$ cat src/inc/etcp_regs.svh
`ifndef ETCP_REGS_SVH
`define ETCP_REGS_SVH

// Byte offsets of the four registers on the bus
`define ETCP_OFF_CTRL     32'h0000_0000
`define ETCP_OFF_COUNT    32'h0000_0004
`define ETCP_OFF_RELOAD   32'h0000_0008
`define ETCP_OFF_COMPARE  32'h0000_000c
// Highest mapped byte offset, anything above reads zero
`define ETCP_OFF_LAST     32'h0000_000c

// Word indices taken from address bits 3:2
`define ETCP_IDX_CTRL     2'h0
`define ETCP_IDX_COUNT    2'h1
`define ETCP_IDX_RELOAD   2'h2
`define ETCP_IDX_COMPARE  2'h3

// Control and status bit positions
`define ETCP_B_CPRL       0
`define ETCP_B_GIE        1
`define ETCP_B_RUN        2
`define ETCP_B_EXEN       3
`define ETCP_B_DIRECTION_CONTROL_ENABLE       4
`define ETCP_B_OPE        5
`define ETCP_B_EXF        6
`define ETCP_B_TF         7
`define ETCP_B_PS_LO      8
`define ETCP_B_PS_HI      10
`define ETCP_B_PWMR       11
`define ETCP_B_PWMS       12
`define ETCP_B_CT         15

// Writable configuration bits (flags and reserved bits excluded)
`define ETCP_CTRL_CFG_MASK 16'h9f3f

// Reset values
`define ETCP_RST_CTRL     16'h0000
`define ETCP_RST_COUNT    16'h0000
`define ETCP_RST_RELOAD   16'h0000
`define ETCP_RST_COMPARE  16'h0000

// Prescaler codes and divisor minus one
`define ETCP_PS_DIV1      3'h0
`define ETCP_PS_DIV4      3'h1
`define ETCP_PS_DIV16     3'h2
`define ETCP_PS_DIV64     3'h3
`define ETCP_PS_DIV256    3'h4
`define ETCP_PS_DIV1024   3'h5
`define ETCP_DM1_1        10'h000
`define ETCP_DM1_4        10'h003
`define ETCP_DM1_16       10'h00f
`define ETCP_DM1_64       10'h03f
`define ETCP_DM1_256      10'h0ff
`define ETCP_DM1_1024     10'h3ff

// Count limits
`define ETCP_CNT_ZERO     16'h0000
`define ETCP_CNT_ONE      16'h0001
`define ETCP_CNT_MAX      16'hffff

`endif

$ cat src/inc/etcp_pkg.sv
package etcp_pkg;
  // Register word index on the internal register port
  typedef logic [1:0] etcp_idx_t;
  // Register data width
  typedef logic [15:0] etcp_word_t;
  // Bus slave data phase state
  typedef enum logic [0:0] {
    etcp_bus_idle,
    etcp_bus_rd_wait
  } etcp_bus_st_t;
endpackage

$ cat src/inc/etcp_reg_if.sv
`timescale 1ns/1ns
// Register port between the bus slave and the timer core
interface etcp_reg_if;
  import etcp_pkg::*;
  logic       wr_stb;
  etcp_idx_t  wr_idx;
  etcp_word_t wr_data;
  etcp_idx_t  rd_idx;
  etcp_word_t rd_data;

  modport bus (
    output wr_stb,
    output wr_idx,
    output wr_data,
    output rd_idx,
    input  rd_data
  );
  modport core (
    input  wr_stb,
    input  wr_idx,
    input  wr_data,
    input  rd_idx,
    output rd_data
  );
endinterface

$ cat src/etcp_ahb_slave.sv
`timescale 1ns/1ns
`include "etcp_regs.svh"
// AHB-Lite slave: writes in zero wait states, reads with one wait state
module etcp_ahb_slave
  import etcp_pkg::*;
(
  // Clock and reset
  input  wire logic        i_clock,
  input  wire logic        i_nrst,
  // AHB-Lite
  input  wire logic        i_hsel,
  input  wire logic [31:0] i_haddr,
  input  wire logic [1:0]  i_htrans,
  input  wire logic        i_hwrite,
  input  wire logic [2:0]  i_hsize,
  input  wire logic [31:0] i_hwdata,
  input  wire logic        i_hready,
  output logic      [31:0] o_hrdata,
  output logic             o_hreadyout,
  output logic             o_hresp,
  // Register port
  etcp_reg_if.bus          regs
);
  etcp_bus_st_t st_ff;
  logic         wr_ph_ff;
  logic         map_ff;
  etcp_idx_t    idx_ff;

  // Address phase decode; hsize is ignored since only words are used
  wire acc     = i_hsel & i_htrans[1] & i_hready;
  wire mapped  = (i_haddr <= `ETCP_OFF_LAST) & (i_haddr[1:0] == 2'h0);
  wire rd_acc  = acc & ~i_hwrite;

  // Register port wiring; write data stands in the data phase
  assign regs.wr_stb  = wr_ph_ff & map_ff;
  assign regs.wr_idx  = idx_ff;
  assign regs.wr_data = i_hwdata[15:0];
  assign regs.rd_idx  = idx_ff;

  // Read waits a cycle so a write just before it is already visible
  always_ff @(posedge i_clock) begin
    if (!i_nrst) begin
      st_ff       <= etcp_bus_idle;
      wr_ph_ff    <= 1'b0;
      map_ff      <= 1'b0;
      idx_ff      <= `ETCP_IDX_CTRL;
      o_hrdata    <= 32'h0000_0000;
      o_hreadyout <= 1'b1;
      o_hresp     <= 1'b0;
    end else begin
      wr_ph_ff <= acc & i_hwrite;
      if (acc) begin
        map_ff <= mapped;
        idx_ff <= i_haddr[3:2];
      end
      unique case (st_ff)
        etcp_bus_idle: begin
          if (rd_acc) begin
            st_ff       <= etcp_bus_rd_wait;
            o_hreadyout <= 1'b0;
          end
        end
        etcp_bus_rd_wait: begin
          st_ff       <= etcp_bus_idle;
          o_hreadyout <= 1'b1;
          o_hrdata    <= map_ff ? {16'h0000, regs.rd_data} : 32'h0000_0000;
        end
      endcase
    end
  end
endmodule // etcp_ahb_slave

$ cat src/etcp_timer.sv
// Decided for this implementation: the register addresses and the AHB-Lite slave port.
`timescale 1ns/1ns
`include "etcp_regs.svh"
module etcp_timer
  import etcp_pkg::*;
(
  // Clock and reset
  input  wire logic        i_clock,
  input  wire logic        i_nrst,
  // AHB-Lite slave
  input  wire logic        i_hsel,
  input  wire logic [31:0] i_haddr,
  input  wire logic [1:0]  i_htrans,
  input  wire logic        i_hwrite,
  input  wire logic [2:0]  i_hsize,
  input  wire logic [31:0] i_hwdata,
  input  wire logic        i_hready,
  output logic      [31:0] o_hrdata,
  output logic             o_hreadyout,
  output logic             o_hresp,
  // First timer pin
  input  wire logic        i_first_pin,
  output logic             o_first_pin,
  output logic             o_first_pin_oe_n,
  // Second timer pin
  input  wire logic        i_second_pin,
  output logic             o_second_pin,
  output logic             o_second_pin_oe_n,
  // Interrupt request
  output logic             o_irq
);
  etcp_reg_if regs ();

  etcp_ahb_slave u_bus (
    .i_clock     (i_clock),
    .i_nrst      (i_nrst),
    .i_hsel      (i_hsel),
    .i_haddr     (i_haddr),
    .i_htrans    (i_htrans),
    .i_hwrite    (i_hwrite),
    .i_hsize     (i_hsize),
    .i_hwdata    (i_hwdata),
    .i_hready    (i_hready),
    .o_hrdata    (o_hrdata),
    .o_hreadyout (o_hreadyout),
    .o_hresp     (o_hresp),
    .regs        (regs)
  );

  // Registers
  etcp_word_t ctrl_ff;
  etcp_word_t cnt_ff;
  etcp_word_t reload_ff;
  etcp_word_t cmp_ff;
  logic       exf_ff;
  logic       exf_irq_ff;
  logic       tf_ff;
  logic       down_ff;
  logic [9:0] ps_ff;
  logic       tba_s1_ff;
  logic       tba_s2_ff;
  logic       tba_s3_ff;
  logic       tbb_s1_ff;
  logic       tbb_s2_ff;
  logic       tbb_s3_ff;
  etcp_word_t nxt_cnt;
  logic       nxt_down;
  logic       ovf;
  logic       nxt_pwm;

  // Control field decode
  wire       cprl  = ctrl_ff[`ETCP_B_CPRL];
  wire       gie   = ctrl_ff[`ETCP_B_GIE];
  wire       run   = ctrl_ff[`ETCP_B_RUN];
  wire       exen  = ctrl_ff[`ETCP_B_EXEN];
  wire       direction_control_enable  = ctrl_ff[`ETCP_B_DIRECTION_CONTROL_ENABLE];
  wire       ope   = ctrl_ff[`ETCP_B_OPE];
  wire [2:0] psel  = ctrl_ff[`ETCP_B_PS_HI:`ETCP_B_PS_LO];
  wire       pwmr  = ctrl_ff[`ETCP_B_PWMR];
  wire       pwms  = ctrl_ff[`ETCP_B_PWMS];
  wire       ct    = ctrl_ff[`ETCP_B_CT];
  wire       pwm   = pwmr | pwms;

  // Register port decode
  wire ctrl_wr   = regs.wr_stb & (regs.wr_idx == `ETCP_IDX_CTRL);
  wire cnt_wr    = regs.wr_stb & (regs.wr_idx == `ETCP_IDX_COUNT);
  wire reload_wr = regs.wr_stb & (regs.wr_idx == `ETCP_IDX_RELOAD);
  wire cmp_wr    = regs.wr_stb & (regs.wr_idx == `ETCP_IDX_COMPARE);
  wire [15:0] wd = regs.wr_data;

  // Status read value carries the flags in their own bit positions
  wire [15:0] stat_rd = ctrl_ff
                      | ({15'h0000, exf_ff} << `ETCP_B_EXF)
                      | ({15'h0000, tf_ff} << `ETCP_B_TF);
  assign regs.rd_data = (regs.rd_idx == `ETCP_IDX_CTRL)   ? stat_rd   :
                        (regs.rd_idx == `ETCP_IDX_COUNT)  ? cnt_ff    :
                        (regs.rd_idx == `ETCP_IDX_RELOAD) ? reload_ff : cmp_ff;

  // Prescaler divisor minus one; unused codes divide by one
  wire [9:0] div_m1 = (psel == `ETCP_PS_DIV4)    ? `ETCP_DM1_4    :
                      (psel == `ETCP_PS_DIV16)   ? `ETCP_DM1_16   :
                      (psel == `ETCP_PS_DIV64)   ? `ETCP_DM1_64   :
                      (psel == `ETCP_PS_DIV256)  ? `ETCP_DM1_256  :
                      (psel == `ETCP_PS_DIV1024) ? `ETCP_DM1_1024 : `ETCP_DM1_1;
  // Compare with >= so a smaller divisor chosen mid-count cannot stall
  wire ps_tick = run & (ps_ff >= div_m1);

  // Pin edges, read only from the second and third sync stages
  wire tba_edge = tba_s2_ff ^ tba_s3_ff;
  wire tbb_fall = ~tbb_s2_ff & tbb_s3_ff;

  // Count source: prescaled clock or first pin transitions
  wire cnt_tick = run & (ct ? tba_edge : ps_tick);

  // Direction: pin level outside PWM, sweep state in PWM
  wire updown   = direction_control_enable & pwm;
  wire dir_down = direction_control_enable & (pwm ? down_ff : ~tbb_s2_ff);
  wire [15:0] top_val = cprl ? `ETCP_CNT_MAX : reload_ff;
  wire [15:0] bot_val = cprl ? `ETCP_CNT_MAX : reload_ff;

  // External edge and its effects
  wire ext_evt  = run & exen & tbb_fall;
  wire force_ld = ext_evt & ~cprl & ~pwm;
  wire capture  = ext_evt & cprl;
  wire exf_set  = ext_evt & (cprl | ~dir_down | pwm);
  wire exf_tog  = ovf & ~cprl & ~pwm;

  // Square wave on the first pin in timer mode only
  wire sq_en    = ope & ~ct;

  // Compare and period matches on the value the count moves to
  wire upd      = nxt_cnt != cnt_ff;
  wire match_c  = upd & (nxt_cnt == cmp_ff);
  wire match_r  = upd & (nxt_cnt == reload_ff);

  // Next count; software write beats pin reload beats counting
  always_comb begin
    nxt_cnt  = cnt_ff;
    nxt_down = updown & down_ff;
    ovf      = 1'b0;
    if (cnt_wr) begin
      nxt_cnt = wd;
    end else if (force_ld) begin
      nxt_cnt = dir_down ? reload_ff : `ETCP_CNT_ZERO;
    end else if (cnt_tick) begin
      if (!dir_down) begin
        if (cnt_ff == top_val) begin
          ovf = 1'b1;
          if (updown) begin
            nxt_down = 1'b1;
            nxt_cnt  = cnt_ff - `ETCP_CNT_ONE;
          end else begin
            nxt_cnt  = `ETCP_CNT_ZERO;
          end
        end else begin
          nxt_cnt = cnt_ff + `ETCP_CNT_ONE;
        end
      end else if (cnt_ff == `ETCP_CNT_ZERO) begin
        ovf = 1'b1;
        if (updown) begin
          nxt_down = 1'b0;
          nxt_cnt  = `ETCP_CNT_ONE;
        end else begin
          nxt_cnt  = bot_val;
        end
      end else begin
        nxt_cnt = cnt_ff - `ETCP_CNT_ONE;
      end
    end
  end

  // PWM level on the second pin
  always_comb begin
    nxt_pwm = o_second_pin;
    if (pwmr & pwms) begin
      if (match_c) nxt_pwm = ~o_second_pin;
    end else if (pwmr) begin
      if (match_c) nxt_pwm = 1'b0;
      else if (match_r) nxt_pwm = 1'b1;
    end else if (pwms) begin
      if (match_c) nxt_pwm = 1'b1;
      else if (match_r) nxt_pwm = 1'b0;
    end
  end

  // Pin synchronisers
  always_ff @(posedge i_clock) begin
    if (!i_nrst) begin
      tba_s1_ff <= 1'b1;
      tba_s2_ff <= 1'b1;
      tba_s3_ff <= 1'b1;
      tbb_s1_ff <= 1'b1;
      tbb_s2_ff <= 1'b1;
      tbb_s3_ff <= 1'b1;
    end else begin
      tba_s1_ff <= i_first_pin;
      tba_s2_ff <= tba_s1_ff;
      tba_s3_ff <= tba_s2_ff;
      tbb_s1_ff <= i_second_pin;
      tbb_s2_ff <= tbb_s1_ff;
      tbb_s3_ff <= tbb_s2_ff;
    end
  end

  // Software registers; capture beats a software write of the period
  always_ff @(posedge i_clock) begin
    if (!i_nrst) begin
      ctrl_ff   <= `ETCP_RST_CTRL;
      cnt_ff    <= `ETCP_RST_COUNT;
      reload_ff <= `ETCP_RST_RELOAD;
      cmp_ff    <= `ETCP_RST_COMPARE;
      ps_ff     <= `ETCP_DM1_1;
      down_ff   <= 1'b0;
    end else begin
      if (ctrl_wr) ctrl_ff <= wd & `ETCP_CTRL_CFG_MASK;
      if (capture) reload_ff <= cnt_ff;
      else if (reload_wr) reload_ff <= wd;
      if (cmp_wr) cmp_ff <= wd;
      cnt_ff  <= nxt_cnt;
      down_ff <= nxt_down;
      if (run) ps_ff <= ps_tick ? `ETCP_DM1_1 : ps_ff + 10'h001;
    end
  end

  // Flags: a hardware set wins over a software write in the same cycle
  always_ff @(posedge i_clock) begin
    if (!i_nrst) begin
      exf_ff     <= 1'b0;
      exf_irq_ff <= 1'b0;
      tf_ff      <= 1'b0;
    end else begin
      if (exf_set) exf_ff <= 1'b1;
      else if (exf_tog) exf_ff <= ~exf_ff;
      else if (ctrl_wr) exf_ff <= wd[`ETCP_B_EXF];
      // Only qualifying edges may request an interrupt
      if (exf_set) exf_irq_ff <= 1'b1;
      else if (ctrl_wr & ~wd[`ETCP_B_EXF]) exf_irq_ff <= 1'b0;
      if (ovf) tf_ff <= 1'b1;
      else if (ctrl_wr) tf_ff <= wd[`ETCP_B_TF];
    end
  end

  // Pin drivers and interrupt, all registered
  always_ff @(posedge i_clock) begin
    if (!i_nrst) begin
      o_first_pin       <= 1'b0;
      o_first_pin_oe_n  <= 1'b1;
      o_second_pin      <= 1'b1;
      o_second_pin_oe_n <= 1'b1;
      o_irq             <= 1'b0;
    end else begin
      if (ovf & sq_en) o_first_pin <= ~o_first_pin;
      o_first_pin_oe_n  <= ~sq_en;
      o_second_pin      <= nxt_pwm;
      o_second_pin_oe_n <= ~pwm;
      o_irq             <= gie & (tf_ff | exf_irq_ff);
    end
  end
endmodule // etcp_timer

$ cat config.mk
export PLATFORM = sky130hd
export DESIGN_NAME = etcp_timer
export DESIGN_NICKNAME = d
export VERILOG_FILES = /design/src/inc/etcp_pkg.sv /design/src/inc/etcp_reg_if.sv /design/src/etcp_ahb_slave.sv /design/src/etcp_timer.sv
export VERILOG_INCLUDE_DIRS = /design/src /design/src/inc
export SDC_FILE = /design/constraint.sdc
export NUM_CORES = 1
export LEC_CHECK = 0
export BUFFER_PORTS_ARGS = -buffer_cell sky130_fd_sc_hd__buf_2
export CAP_MARGIN = 20
export CORE_ASPECT_RATIO = 2
export CORE_MARGIN = 1
export CORE_UTILIZATION = 60
export CTS_CLUSTER_DIAMETER = 200
export CTS_CLUSTER_SIZE = 25
export DETAILED_ROUTE_END_ITERATION = 7
export PLACE_DENSITY = 0.82
export SLEW_MARGIN = 20
export SYNTH_ARGS = -nofsm -noshare
export SYNTH_HDL_FRONTEND = slang
export SYNTH_SLANG_ARGS = --single-unit
$ cat constraint.sdc
create_clock -name i_clock -period 11.5 [get_ports i_clock]
set_clock_uncertainty 0.1 [all_clocks]
set_input_delay 2.3 -clock i_clock [delete_from_list [all_inputs] [get_ports i_clock]]
set_output_delay 2.3 -clock i_clock [all_outputs]
set_load 0.1 [all_outputs]
==> results.yml, run 1 <==
status:
  status: "complete, no violations"
flow_run:
  maxCapViolCount: 0
worst_setup_path:
  critPathLaunchType: "input pin"
  rr_startpoint: "cnt_ff[1]"
  path_cells: "buf_2, xor2_1, a221oi_1, a41oi_1, a211oi_1, nand4_1, a21oi_1, nand4_1, a2111oi_2, nand4_1, o31ai_1, o221ai_1, a211o_1"
  slowest_stage: "a211oi_1"
  crit_path_end_kind: "flip-flop"
  max_stage_delay_ns: 0.78
  crit_fanout: 7
  critical_path_class: "in2reg"
  crit_top_cell: "nand4_1"
  crit_required_ns: 11.65
  crit_arrival_ns: 5.97
  critPathLaunch: "i_hwdata[2]"
power_and_ir_drop:
  power_frac_seq_pct: 51.1
  clkPwrFrac_pct: 40.8
  leakage_nw: 3.88
  p_int_w: 0.000542
  max-vdd-ir-drop_v: 0.0000575
  switching_share_pct: 25.6
  p_sw_w: 0.000186
  combPwrFrac_pct: 8.1
  power_density_nw_per_um2: 75.0
placed_design:
  dpl.hpwl_mm: 26.5
  pre_cts_ws_ns: 5.77
  place.gp.congestion: 1.10
  numPortBuffers: 77
min_path:
  hold_class: "reg2reg"
  hp-start: "tbb_s1_ff"
route:
  vias: 10094
  drt-initial-drc-count: 1232
  ant_nets: 0
  viasPerCell: 7.19
  routed_wl_mm: 36.4
  wl_per_cell_um: 25.9
  drcViolationCount: 0
  firstDrtPassIters: 6
die:
  rows: 63
  io_pins: 115
  die_w_um: 89.6
  die_height_um: 177
  start_util_pct: 61.8
  die-area_um2: 15900
  fp.coreArea_um2: 14900
global_route:
  globalRouteOverflowTotal: 0
  grt_pass1_vias: 9608
  antenna_found_initial: 0
  grt_max_degree: 66
  grt_use_total_pct: 47.3
  grt_pass1_wl_mm: 55.0
synthesis:
  synth-seq-cells: 107
  syn_area_um2: 9200
  synthCells: 1207
  ys.flop_type: "dfxtp_1"
  yosys-top-cells-area: "dfxtp_1, nand2_1, a21oi_1"
  async_reset_ff_share_pct: 0
  syn_area_per_cell_um2: 7.62
  synth_top_area_share_pct: 23.3
  ys_seq_area_share_pct: 23.3
  synth_top_area_cell: "dfxtp_1"
  synthTopCellsByCount: "nand2_1, dfxtp_1, nor2_1, a21oi_1, clkbuf_1"
  yosysWarningCount: 0
  synth-edff-count: 0
  yosys.cell_types.count: 102
  yosysMostFrequentCell: "nand2_1"
cts:
  ctsRootBufferMaster: "clkbuf_16"
  post_cts_resized: 0
  clock_latency_ns: 0.35
  cts_max_level: 3
  clock_sinks: 107
  numCtsBuffers: 9
  cts_setup_buffers: 0
  path_clk_slew_ns: 0.07
  cts_max_path_buffers: 2
  hold_buffers: 0
  cts_tree: "yes"
layout:
  drive_gt1_share_pct: 15.8
  antenna_cells: 0
  num-fill-cells: 1397
  multi_input_comb_area_um2: 6340
  seq_area_um2: 2140
  area.growth.synth_to_final_pct: 5.55
  fin_nets: 1292
sta:
  rsz0062_at_grt: "false"
  tightest_slew_ns: 1.03
  max_slew_margin_pct: 29.6
  fin_crit_sh_pct: 50.7
  max_freq_mhz: 172
  finalMaxSlewViolations: 0
  tns_ns: 0
  hold_violations: 0
  setup_viol: 0
  fin_ws_ns: 5.67
  min_period_ns: 5.83
per-layer routing:
metal  routed length [µm]  GRT usage (%)  share of wire, %
met2                17200           75.3                47
met4                 3920           43.1                11
met3                 3290           10.2               9.0
met1                12000           50.6                33
met5                    0              0                 0
cell usage in the layout, fill, tap and decap left out, types with 10 or more instances in the layout:
| master | synthesis | layout |
|---|---|---|
| buf_2 | 27 | 77 |
| a21oi_1 | 97 | 97 |
| nand2b_1 | 14 | 14 |
| and3_1 | 16 | 16 |
| nor3_1 | 21 | 21 |
| a31oi_1 | 10 | 10 |
| nand2_1 | 142 | 141 |
| o21ai_0 | 54 | 53 |
| nand3_1 | 39 | 39 |
| dfxtp_1 | 107 | 107 |
| mux4_2 | 14 | 14 |
| nand4_1 | 27 | 27 |
| buf_4 | 19 | 26 |
| a22o_1 | 28 | 28 |
| nor4_1 | 22 | 22 |
| ha_1 | 11 | 11 |
| xnor2_1 | 25 | 25 |
| a211oi_1 | 20 | 20 |
| o22ai_1 | 11 | 11 |
| or3_1 | 17 | 17 |
| nor2_1 | 98 | 97 |
| mux2i_1 | 25 | 25 |
| xor2_1 | 35 | 35 |
| inv_1 | 32 | 31 |
| o211ai_1 | 11 | 11 |
| conb_1 | 1 | 17 |
cell families after synthesis:
family                   synth area share (%)
AND/OR/NAND/NOR                          26.4
flip-flops                               23.3
multiplexers                             7.64
other                                  0.0408
XOR/XNOR                                 5.71
adder cells (fa/ha/maj)                  1.50
AO/OA/AOI/OAI                            27.0
buffers and inverters                    8.51
worst max-delay path, delay by kind of cell:
kind | cells | cell delay [ns]
AOI/OAI and AO/OA | 8 | 2.66
xor gates and xnor gates | 1 | 0.18
buffers and inverters | 1 | 0.18
and+or+nand+nor | 3 | 0.65
cell type report:
type,count,share of cell area (%)
Timing Repair Buffer,103,5.98
Clock inverter,3,0.245
Clock buffer,12,2.64
Tap cell,195,2.51
Sequential cell,107,22.1
Multi-Input combinational cell,952,65.3
Inverter,32,1.24
final timing paths:
| kind | endpoint | slack [ns] | cells after the start |
|---|---|---|---|
| setup / recovery | o_second_pin | 5.67 | 13 |
| hold / removal | tbb_s2_ff | 0.32 | 1 |
| setup reg to reg | o_second_pin | 5.70 | 14 |
| hold reg to reg | tbb_s2_ff | 0.32 | 1 |
metrics by stage:
| step | total power, W | std cells | cell area (µm²) | utilization (%) | hold slack [ns] |
|---|---|---|---|---|---|
| floorplan | 0.000424 | 1223 | 9260 | - | 0.286 |
| global placement | 0.000438 | 1389 | 9430 | 63.3 | 0.304 |
| detailed placement | 0.000439 | 1389 | 9430 | 63.3 | 0.301 |
| CTS | 0.000726 | 1404 | 9710 | 65.2 | 0.322 |
| global route | 0.000746 | 1404 | 9710 | 65.2 | 0.336 |
| finish | 0.000728 | 1404 | 9710 | 65.2 | 0.321 |
state kept, by name (all words and copies together) (netlist names), 2 cells and up:
| register | flops |
|---|---|
| ps_ff | 10 |
| cnt_ff | 16 |
| ctrl_ff | 12 |
| reload_ff | 16 |
| u_bus.o_hrdata | 16 |
| cmp_ff | 16 |
| u_bus.regs.rd_idx | 2 |
power by group through the flow:
stage | registers, W | logic [W] | clock network (W)
after floorplan | 0.000382 | 0.0000424 | 0
after global placement | 0.000381 | 0.0000574 | 0
after detailed placement | 0.000381 | 0.0000577 | 0
after CTS | 0.000372 | 0.0000579 | 0.000296
after global routing | 0.000372 | 0.0000619 | 0.000311
final | 0.000372 | 0.0000590 | 0.000297
No activity file was read; power rests on OpenSTA's default activity.
==> run 2, diff against run 1 <==
--- a/config.mk
+++ b/config.mk
@@ -10,11 +10,11 @@
 export CAP_MARGIN = 20
 export CORE_ASPECT_RATIO = 2
 export CORE_MARGIN = 1
-export CORE_UTILIZATION = 60
+export CORE_UTILIZATION = 54
 export CTS_CLUSTER_DIAMETER = 200
 export CTS_CLUSTER_SIZE = 25
 export DETAILED_ROUTE_END_ITERATION = 7
-export PLACE_DENSITY = 0.82
+export PLACE_DENSITY = 0.78
 export SLEW_MARGIN = 20
 export SYNTH_ARGS = -nofsm -noshare
 export SYNTH_HDL_FRONTEND = slang
==> constraint.sdc (replaced) <==
create_clock -name i_clock -period 5.2 [get_ports i_clock]
set_clock_uncertainty 0.1 [all_clocks]
set_input_delay 1.04 -clock i_clock [delete_from_list [all_inputs] [get_ports i_clock]]
set_output_delay 1.04 -clock i_clock [all_outputs]
set_load 0.1 [all_outputs]
==> results.yml, run 2 (synthesis results as in run 1) <==
cts:
  ctsRootBufferMaster: "clkbuf_16"
  path_clk_slew_ns: 0.08
  cts_setup_buffers: 0
  clock_sinks: 107
  cts_max_level: 3
  hold_buffers: 0
  cts_max_path_buffers: 2
  clock_latency_ns: 0.37
  post_cts_resized: 0
  cts_tree: "yes"
  numCtsBuffers: 9
die:
  io_pins: 115
  die-area_um2: 17600
  rows: 67
  fp.coreArea_um2: 16700
  die_w_um: 94.3
  start_util_pct: 55.1
  die_height_um: 187
placed_design:
  place.gp.congestion: 1.07
  numPortBuffers: 77
  dpl.hpwl_mm: 30.8
  postPlaceCellArea_um2: 9900
worst_setup_path:
  crit_fanout: 24
  crit_required_ns: 5.36
  critical_path_class: "reg2reg"
  crit_path_end_kind: "flip-flop"
  path_cells: "nor2b_1, nand2_1, ha_1, nand3_1, nor2_1, and3_1, o21ai_2, buf_12, nor2_1, a32oi_2, a32oi_2, and4b_1, nand4_2, nor3_2, mux2_1, a211o_1"
  slowest_stage: "a32oi_2"
  max_stage_delay_ns: 0.46
  crit_arrival_ns: 5.13
  critPathLaunchType: "flip-flop"
global_route:
  grt_use_total_pct: 46.8
  grt_use_met2_pct: 74.6
  globalRouteOverflowTotal: 0
  use_met1_pct: 47.8
  antenna_found_initial: 2
  grt_max_degree: 37
  gr-usage-met3_pct: 12.0
  grt_pass1_vias: 10038
  top_usage_layer: "met2"
  grt_pass1_wl_mm: 60.3
layout:
  final_cell_mix: "nand2_1, dfxtp_1, a21oi_1, nor2_1, buf_4"
  area.growth.synth_to_final_pct: 11.1
  multi_input_comb_area_um2: 6350
  num-fill-cells: 1587
  postLayoutCellArea_um2: 10200
  fin_nets: 1351
  layout_commonest_cell: "nand2_1"
  fin_util_pct: 61.2
  seq_area_um2: 2140
  drive_gt1_share_pct: 19.8
sta:
  setup_viol: 0
  tns_ns: 0
  fin_crit_sh_pct: 95.7
  max_freq_mhz: 201
  finalMaxSlewViolations: 0
  hold_violations: 0
  min_period_ns: 4.98
  rsz0062_at_grt: "false"
  max_slew_margin_pct: 32.8
  hold_ws_ns: 0.318
  tightest_slew_ns: 0.997
power_and_ir_drop:
  p_total_w: 0.00167
  power_density_nw_per_um2: 164
  leakage_nw: 4.20
  max-vdd-ir-drop_v: 0.000107
route:
  viasPerCell: 7.13
  ant_nets: 0
  vias: 10518
  drcViolationCount: 0
  wl_per_cell_um: 27.5
  drt-initial-drc-count: 1039
  firstDrtPassIters: 6
  routed_wl_mm: 40.5
min_path:
  hold_class: "reg2reg"
status:
  status: "complete, no violations"
flow_run:
  maxCapViolCount: 0
-- run 2: cell types whose count changed in the layout (fill, tap and decap cells not counted), moves of 2 or more --
cell / delta
buf_12: +2
buf_4: +56
clkbuf_8: -2
clkinvlp_4: -2
inv_6: +3
-- run 2: layer usage --
| layer | wire length (µm) | vias to the layer above |
|---|---|---|
| met5 | 9 | - |
| met4 | 4950 | 2 |
| met3 | 3770 | 293 |
| met2 | 18800 | 803 |
| met1 | 13000 | 4888 |
| li1 | - | 4532 |
-- run 2: report_power, final --
| group | leakage [nW] | internal, W | switching (W) | total, W |
|---|---|---|---|---|
| clock | 0.143 | 0.000374 | 0.000340 | 0.000714 |
| combinational | 3.19 | 0.0000273 | 0.000106 | 0.000134 |
| sequential | 0.864 | 0.000821 | 0.00000278 | 0.000824 |
| total | 4.20 | 0.00122 | 0.000449 | 0.00167 |
-- run 2: per-stage QoR --
stage / std cells / worst slack (ns)
after floorplan: 1223 / 0.924
after global placement: 1459 / 0.322
after detailed placement: 1459 / 0.309
after CTS: 1473 / 0.299
after global routing: 1474 / 0.0766
final: 1475 / 0.223
-- run 2: layout make-up --
| type | instances | share of cell area [%] |
|---|---|---|
| inverters | 32 | 1.18 |
| well taps | 207 | 2.53 |
| repair buffers | 162 | 10.3 |
| multi-input cells | 952 | 62.1 |
| flip-flops and latches | 107 | 21.0 |
| clock inverters | 5 | 0.600 |
| clock buffers | 9 | 2.20 |
| diodes | 1 | 0.0245 |
-- run 2: worst paths after layout --
| path | end | depth (start not counted) | slack (ns) | from |
|---|---|---|---|---|
| setup / recovery | o_second_pin | 16 | 0.22 | ctrl_ff[10] |
| hold / removal | tba_s2_ff | 1 | 0.32 | tba_s1_ff |
| setup reg to reg | o_second_pin | 16 | 0.22 | ctrl_ff[10] |
| hold reg to reg | tba_s2_ff | 1 | 0.32 | tba_s1_ff |
-- run 2: critical path: cells and delay by family, from the launching register on --
family / cells / cell delay (ns)
AOI/OAI and AO/OA: 4 / 1.14
adders and majority gates: 1 / 0.33
buffers and inverters: 1 / 0.21
DFF: 1 / 0.44
muxes: 1 / 0.34
and+or+nand+nor: 9 / 2.27
==> run 3, diff against run 2 <==
--- a/config.mk
+++ b/config.mk
@@ -6,11 +6,13 @@
 export SDC_FILE = /design/constraint.sdc
 export NUM_CORES = 1
 export LEC_CHECK = 0
+export ABC_AREA = 1
 export BUFFER_PORTS_ARGS = -buffer_cell sky130_fd_sc_hd__buf_2
 export CAP_MARGIN = 20
 export CORE_ASPECT_RATIO = 2
 export CORE_MARGIN = 1
-export CORE_UTILIZATION = 54
+export CORE_UTILIZATION = 53
+export CTS_BUF_LIST = sky130_fd_sc_hd__clkbuf_4 sky130_fd_sc_hd__clkbuf_8 sky130_fd_sc_hd__clkbuf_16
 export CTS_CLUSTER_DIAMETER = 200
 export CTS_CLUSTER_SIZE = 25
 export DETAILED_ROUTE_END_ITERATION = 7
==> results.yml, run 3 <==
status:
  status: "complete, no violations"
sta:
  max_slew_margin_pct: 28.0
  rsz0062_at_grt: "false"
  tns_ns: 0
  fin_ws_ns: 1.18
  finalMaxSlewViolations: 0
  min_period_ns: 4.02
  hold_violations: 0
  max_freq_mhz: 249
  tightest_slew_ns: 1.07
  fin_crit_sh_pct: 77.2
  setup_viol: 0
global_route:
  globalRouteOverflowTotal: 0
  grt_use_total_pct: 36.0
  grt_pass1_vias: 8548
  grt_max_degree: 57
  grt_pass1_wl_mm: 43.1
  antenna_found_initial: 0
route:
  ant_nets: 0
  firstDrtPassIters: 6
  routed_wl_mm: 27.3
  viasPerCell: 5.73
  vias: 9105
  drcViolationCount: 0
  wl_per_cell_um: 17.2
  drt-initial-drc-count: 931
cts:
  path_clk_slew_ns: 0.08
  clock_latency_ns: 0.36
  cts_max_path_buffers: 2
  clock_sinks: 107
  cts_tree: "yes"
  cts_setup_buffers: 0
  cts_max_level: 3
  numCtsBuffers: 9
  post_cts_resized: 0
  ctsRootBufferMaster: "clkbuf_16"
  hold_buffers: 0
die:
  die_height_um: 176
  die_w_um: 89.2
  die-area_um2: 15700
  start_util_pct: 54.4
  rows: 63
  io_pins: 115
  fp.coreArea_um2: 14800
placed_design:
  pre_cts_ws_ns: 1.35
  dp.cells: 1573
  place.gp.congestion: 1.01
  numPortBuffers: 77
  dpl.hpwl_mm: 20.9
min_path:
  hold_class: "reg2reg"
  hp-start: "tbb_s1_ff"
synthesis:
  synth_top_area_share_pct: 26.6
  ys.flop_type: "dfxtp_1"
  async_reset_ff_share_pct: 0
  synth_top_area_cell: "dfxtp_1"
  synthCells: 1344
  yosysWarningCount: 0
  yosys-top-cells-area: "dfxtp_1, nand2_1, nand3_1"
  synthTopCellsByCount: "nand2_1, nor2_1, nand3_1, inv_1, dfxtp_1"
  ys_seq_area_share_pct: 26.6
  syn_area_um2: 8060
  synth-edff-count: 0
  yosys.cell_types.count: 41
  yosysMostFrequentCell: "nand2_1"
  synth-seq-cells: 107
  syn_area_per_cell_um2: 6.00
worst_setup_path:
  slowest_stage: "nor2_1"
  critPathTopFamily: "simple AND/OR/NAND/NOR gates"
  crit_fanout: 7
  max_stage_delay_ns: 0.71
  crit_arrival_ns: 4.16
  crit_path_end_kind: "flip-flop"
  rr_startpoint: "cnt_ff[1]"
  critPathBufInv: 2
  critPathLaunch: "cnt_ff[1]"
  crit_top_cell: "nand2_1"
  critical_path_class: "reg2reg"
  critPathLaunchType: "flip-flop"
  crit_required_ns: 5.34
power_and_ir_drop:
  power_density_nw_per_um2: 188
  leakage_nw: 4.33
  p_total_w: 0.00164
  max-vdd-ir-drop_v: 0.000252
layout:
  final_cell_mix: "nand2_1, nor2_1, nand3_1"
  area.growth.synth_to_final_pct: 8.40
  layout_commonest_cell: "nand2_1"
  drive_gt1_share_pct: 12.3
  fin_util_pct: 59.0
  antenna_cells: 0
  fin_nets: 1476
  layout.cells.non_filler: 1589
flow_run:
  maxCapViolCount: 0
-- run 3: changes by cell type after synthesis, sizes merged, moves of 32 or more --
| cell | previous run | this run |
|---|---|---|
| nor2 | 100 | 155 |
| nand2 | 143 | 407 |
| clkbuf | 66 | 26 |
| o21ai | 62 | 94 |
| inv | 32 | 130 |
| nand3 | 39 | 131 |
-- run 3: worst paths after layout --
kind | slack, ns | endpoint | depth (start not counted)
setup / recovery | 1.18 | o_second_pin | 25
hold / removal | 0.31 | tbb_s2_ff | 1
setup reg to reg | 1.18 | o_second_pin | 25
hold reg to reg | 0.31 | tbb_s2_ff | 1
-- run 3: cell families after synthesis --
group,share of synthesized area [%]
XOR/XNOR,2.72
flip-flops,26.6
AND/OR/NAND/NOR,39.7
adder cells (fa/ha/maj),1.71
other,0.0465
AO/OA/AOI/OAI,17.3
buffers and inverters,12.0
-- run 3: report_power, final --
part / internal (W) / total [W] / leakage, nW / switching, W
Sequential: 0.000822 / 0.000824 / 0.863 / 0.00000252
Clock: 0.000361 / 0.000679 / 0.145 / 0.000318
Combinational: 0.0000272 / 0.000138 / 3.33 / 0.000111
Total: 0.00121 / 0.00164 / 4.33 / 0.000431
-- run 3: through the flow --
stage	hold WS, ns	instance area, µm²
final	0.314	8740
after global routing	0.330	8740
after CTS	0.316	8740
after detailed placement	0.298	8450
after global placement	0.297	8450
after floorplan	0.293	8120
-- run 3: metal layers --
metal	vias up	share of wire (%)	track usage, %
li1	4469	-	-
met5	-	0	0
met3	127	5.8	4.39
met4	0	8.4	30.0
met1	4070	36	38.7
met2	439	50	60.7
-- run 3: layout make-up --
cell class	instances	area [µm²]
Fill cell	1547	6080
Clock inverter	4	32.5
Sequential cell	107	2140
Tap cell	195	244
Inverter	136	510
Clock buffer	12	260
Multi-Input combinational cell	1038	5010
Timing Repair Buffer	97	536
-- run 3: worst reg2reg max path: stages, from the launching register on --
cell and delay, ns:
dfxtp_1 0.39, inv_1 0.19, ha_1 0.23, nand3_1 0.29
nor2_1 0.72, inv_1 0.24, nand2_1 0.11, nand2_1 0.08
nor2_1 0.09, nand3_1 0.08, nand3_1 0.10, nand3_1 0.08
nand2_1 0.11, nand2_2 0.11, nand3_1 0.09, nand2_1 0.07
nor2_1 0.11, nand2_1 0.05, nor2_1 0.23, nand2_1 0.14
nand2_1 0.09, nand2_1 0.05, nand2_1 0.05, nand2_1 0.04
nand2_1 0.05, nand2_1 0.05
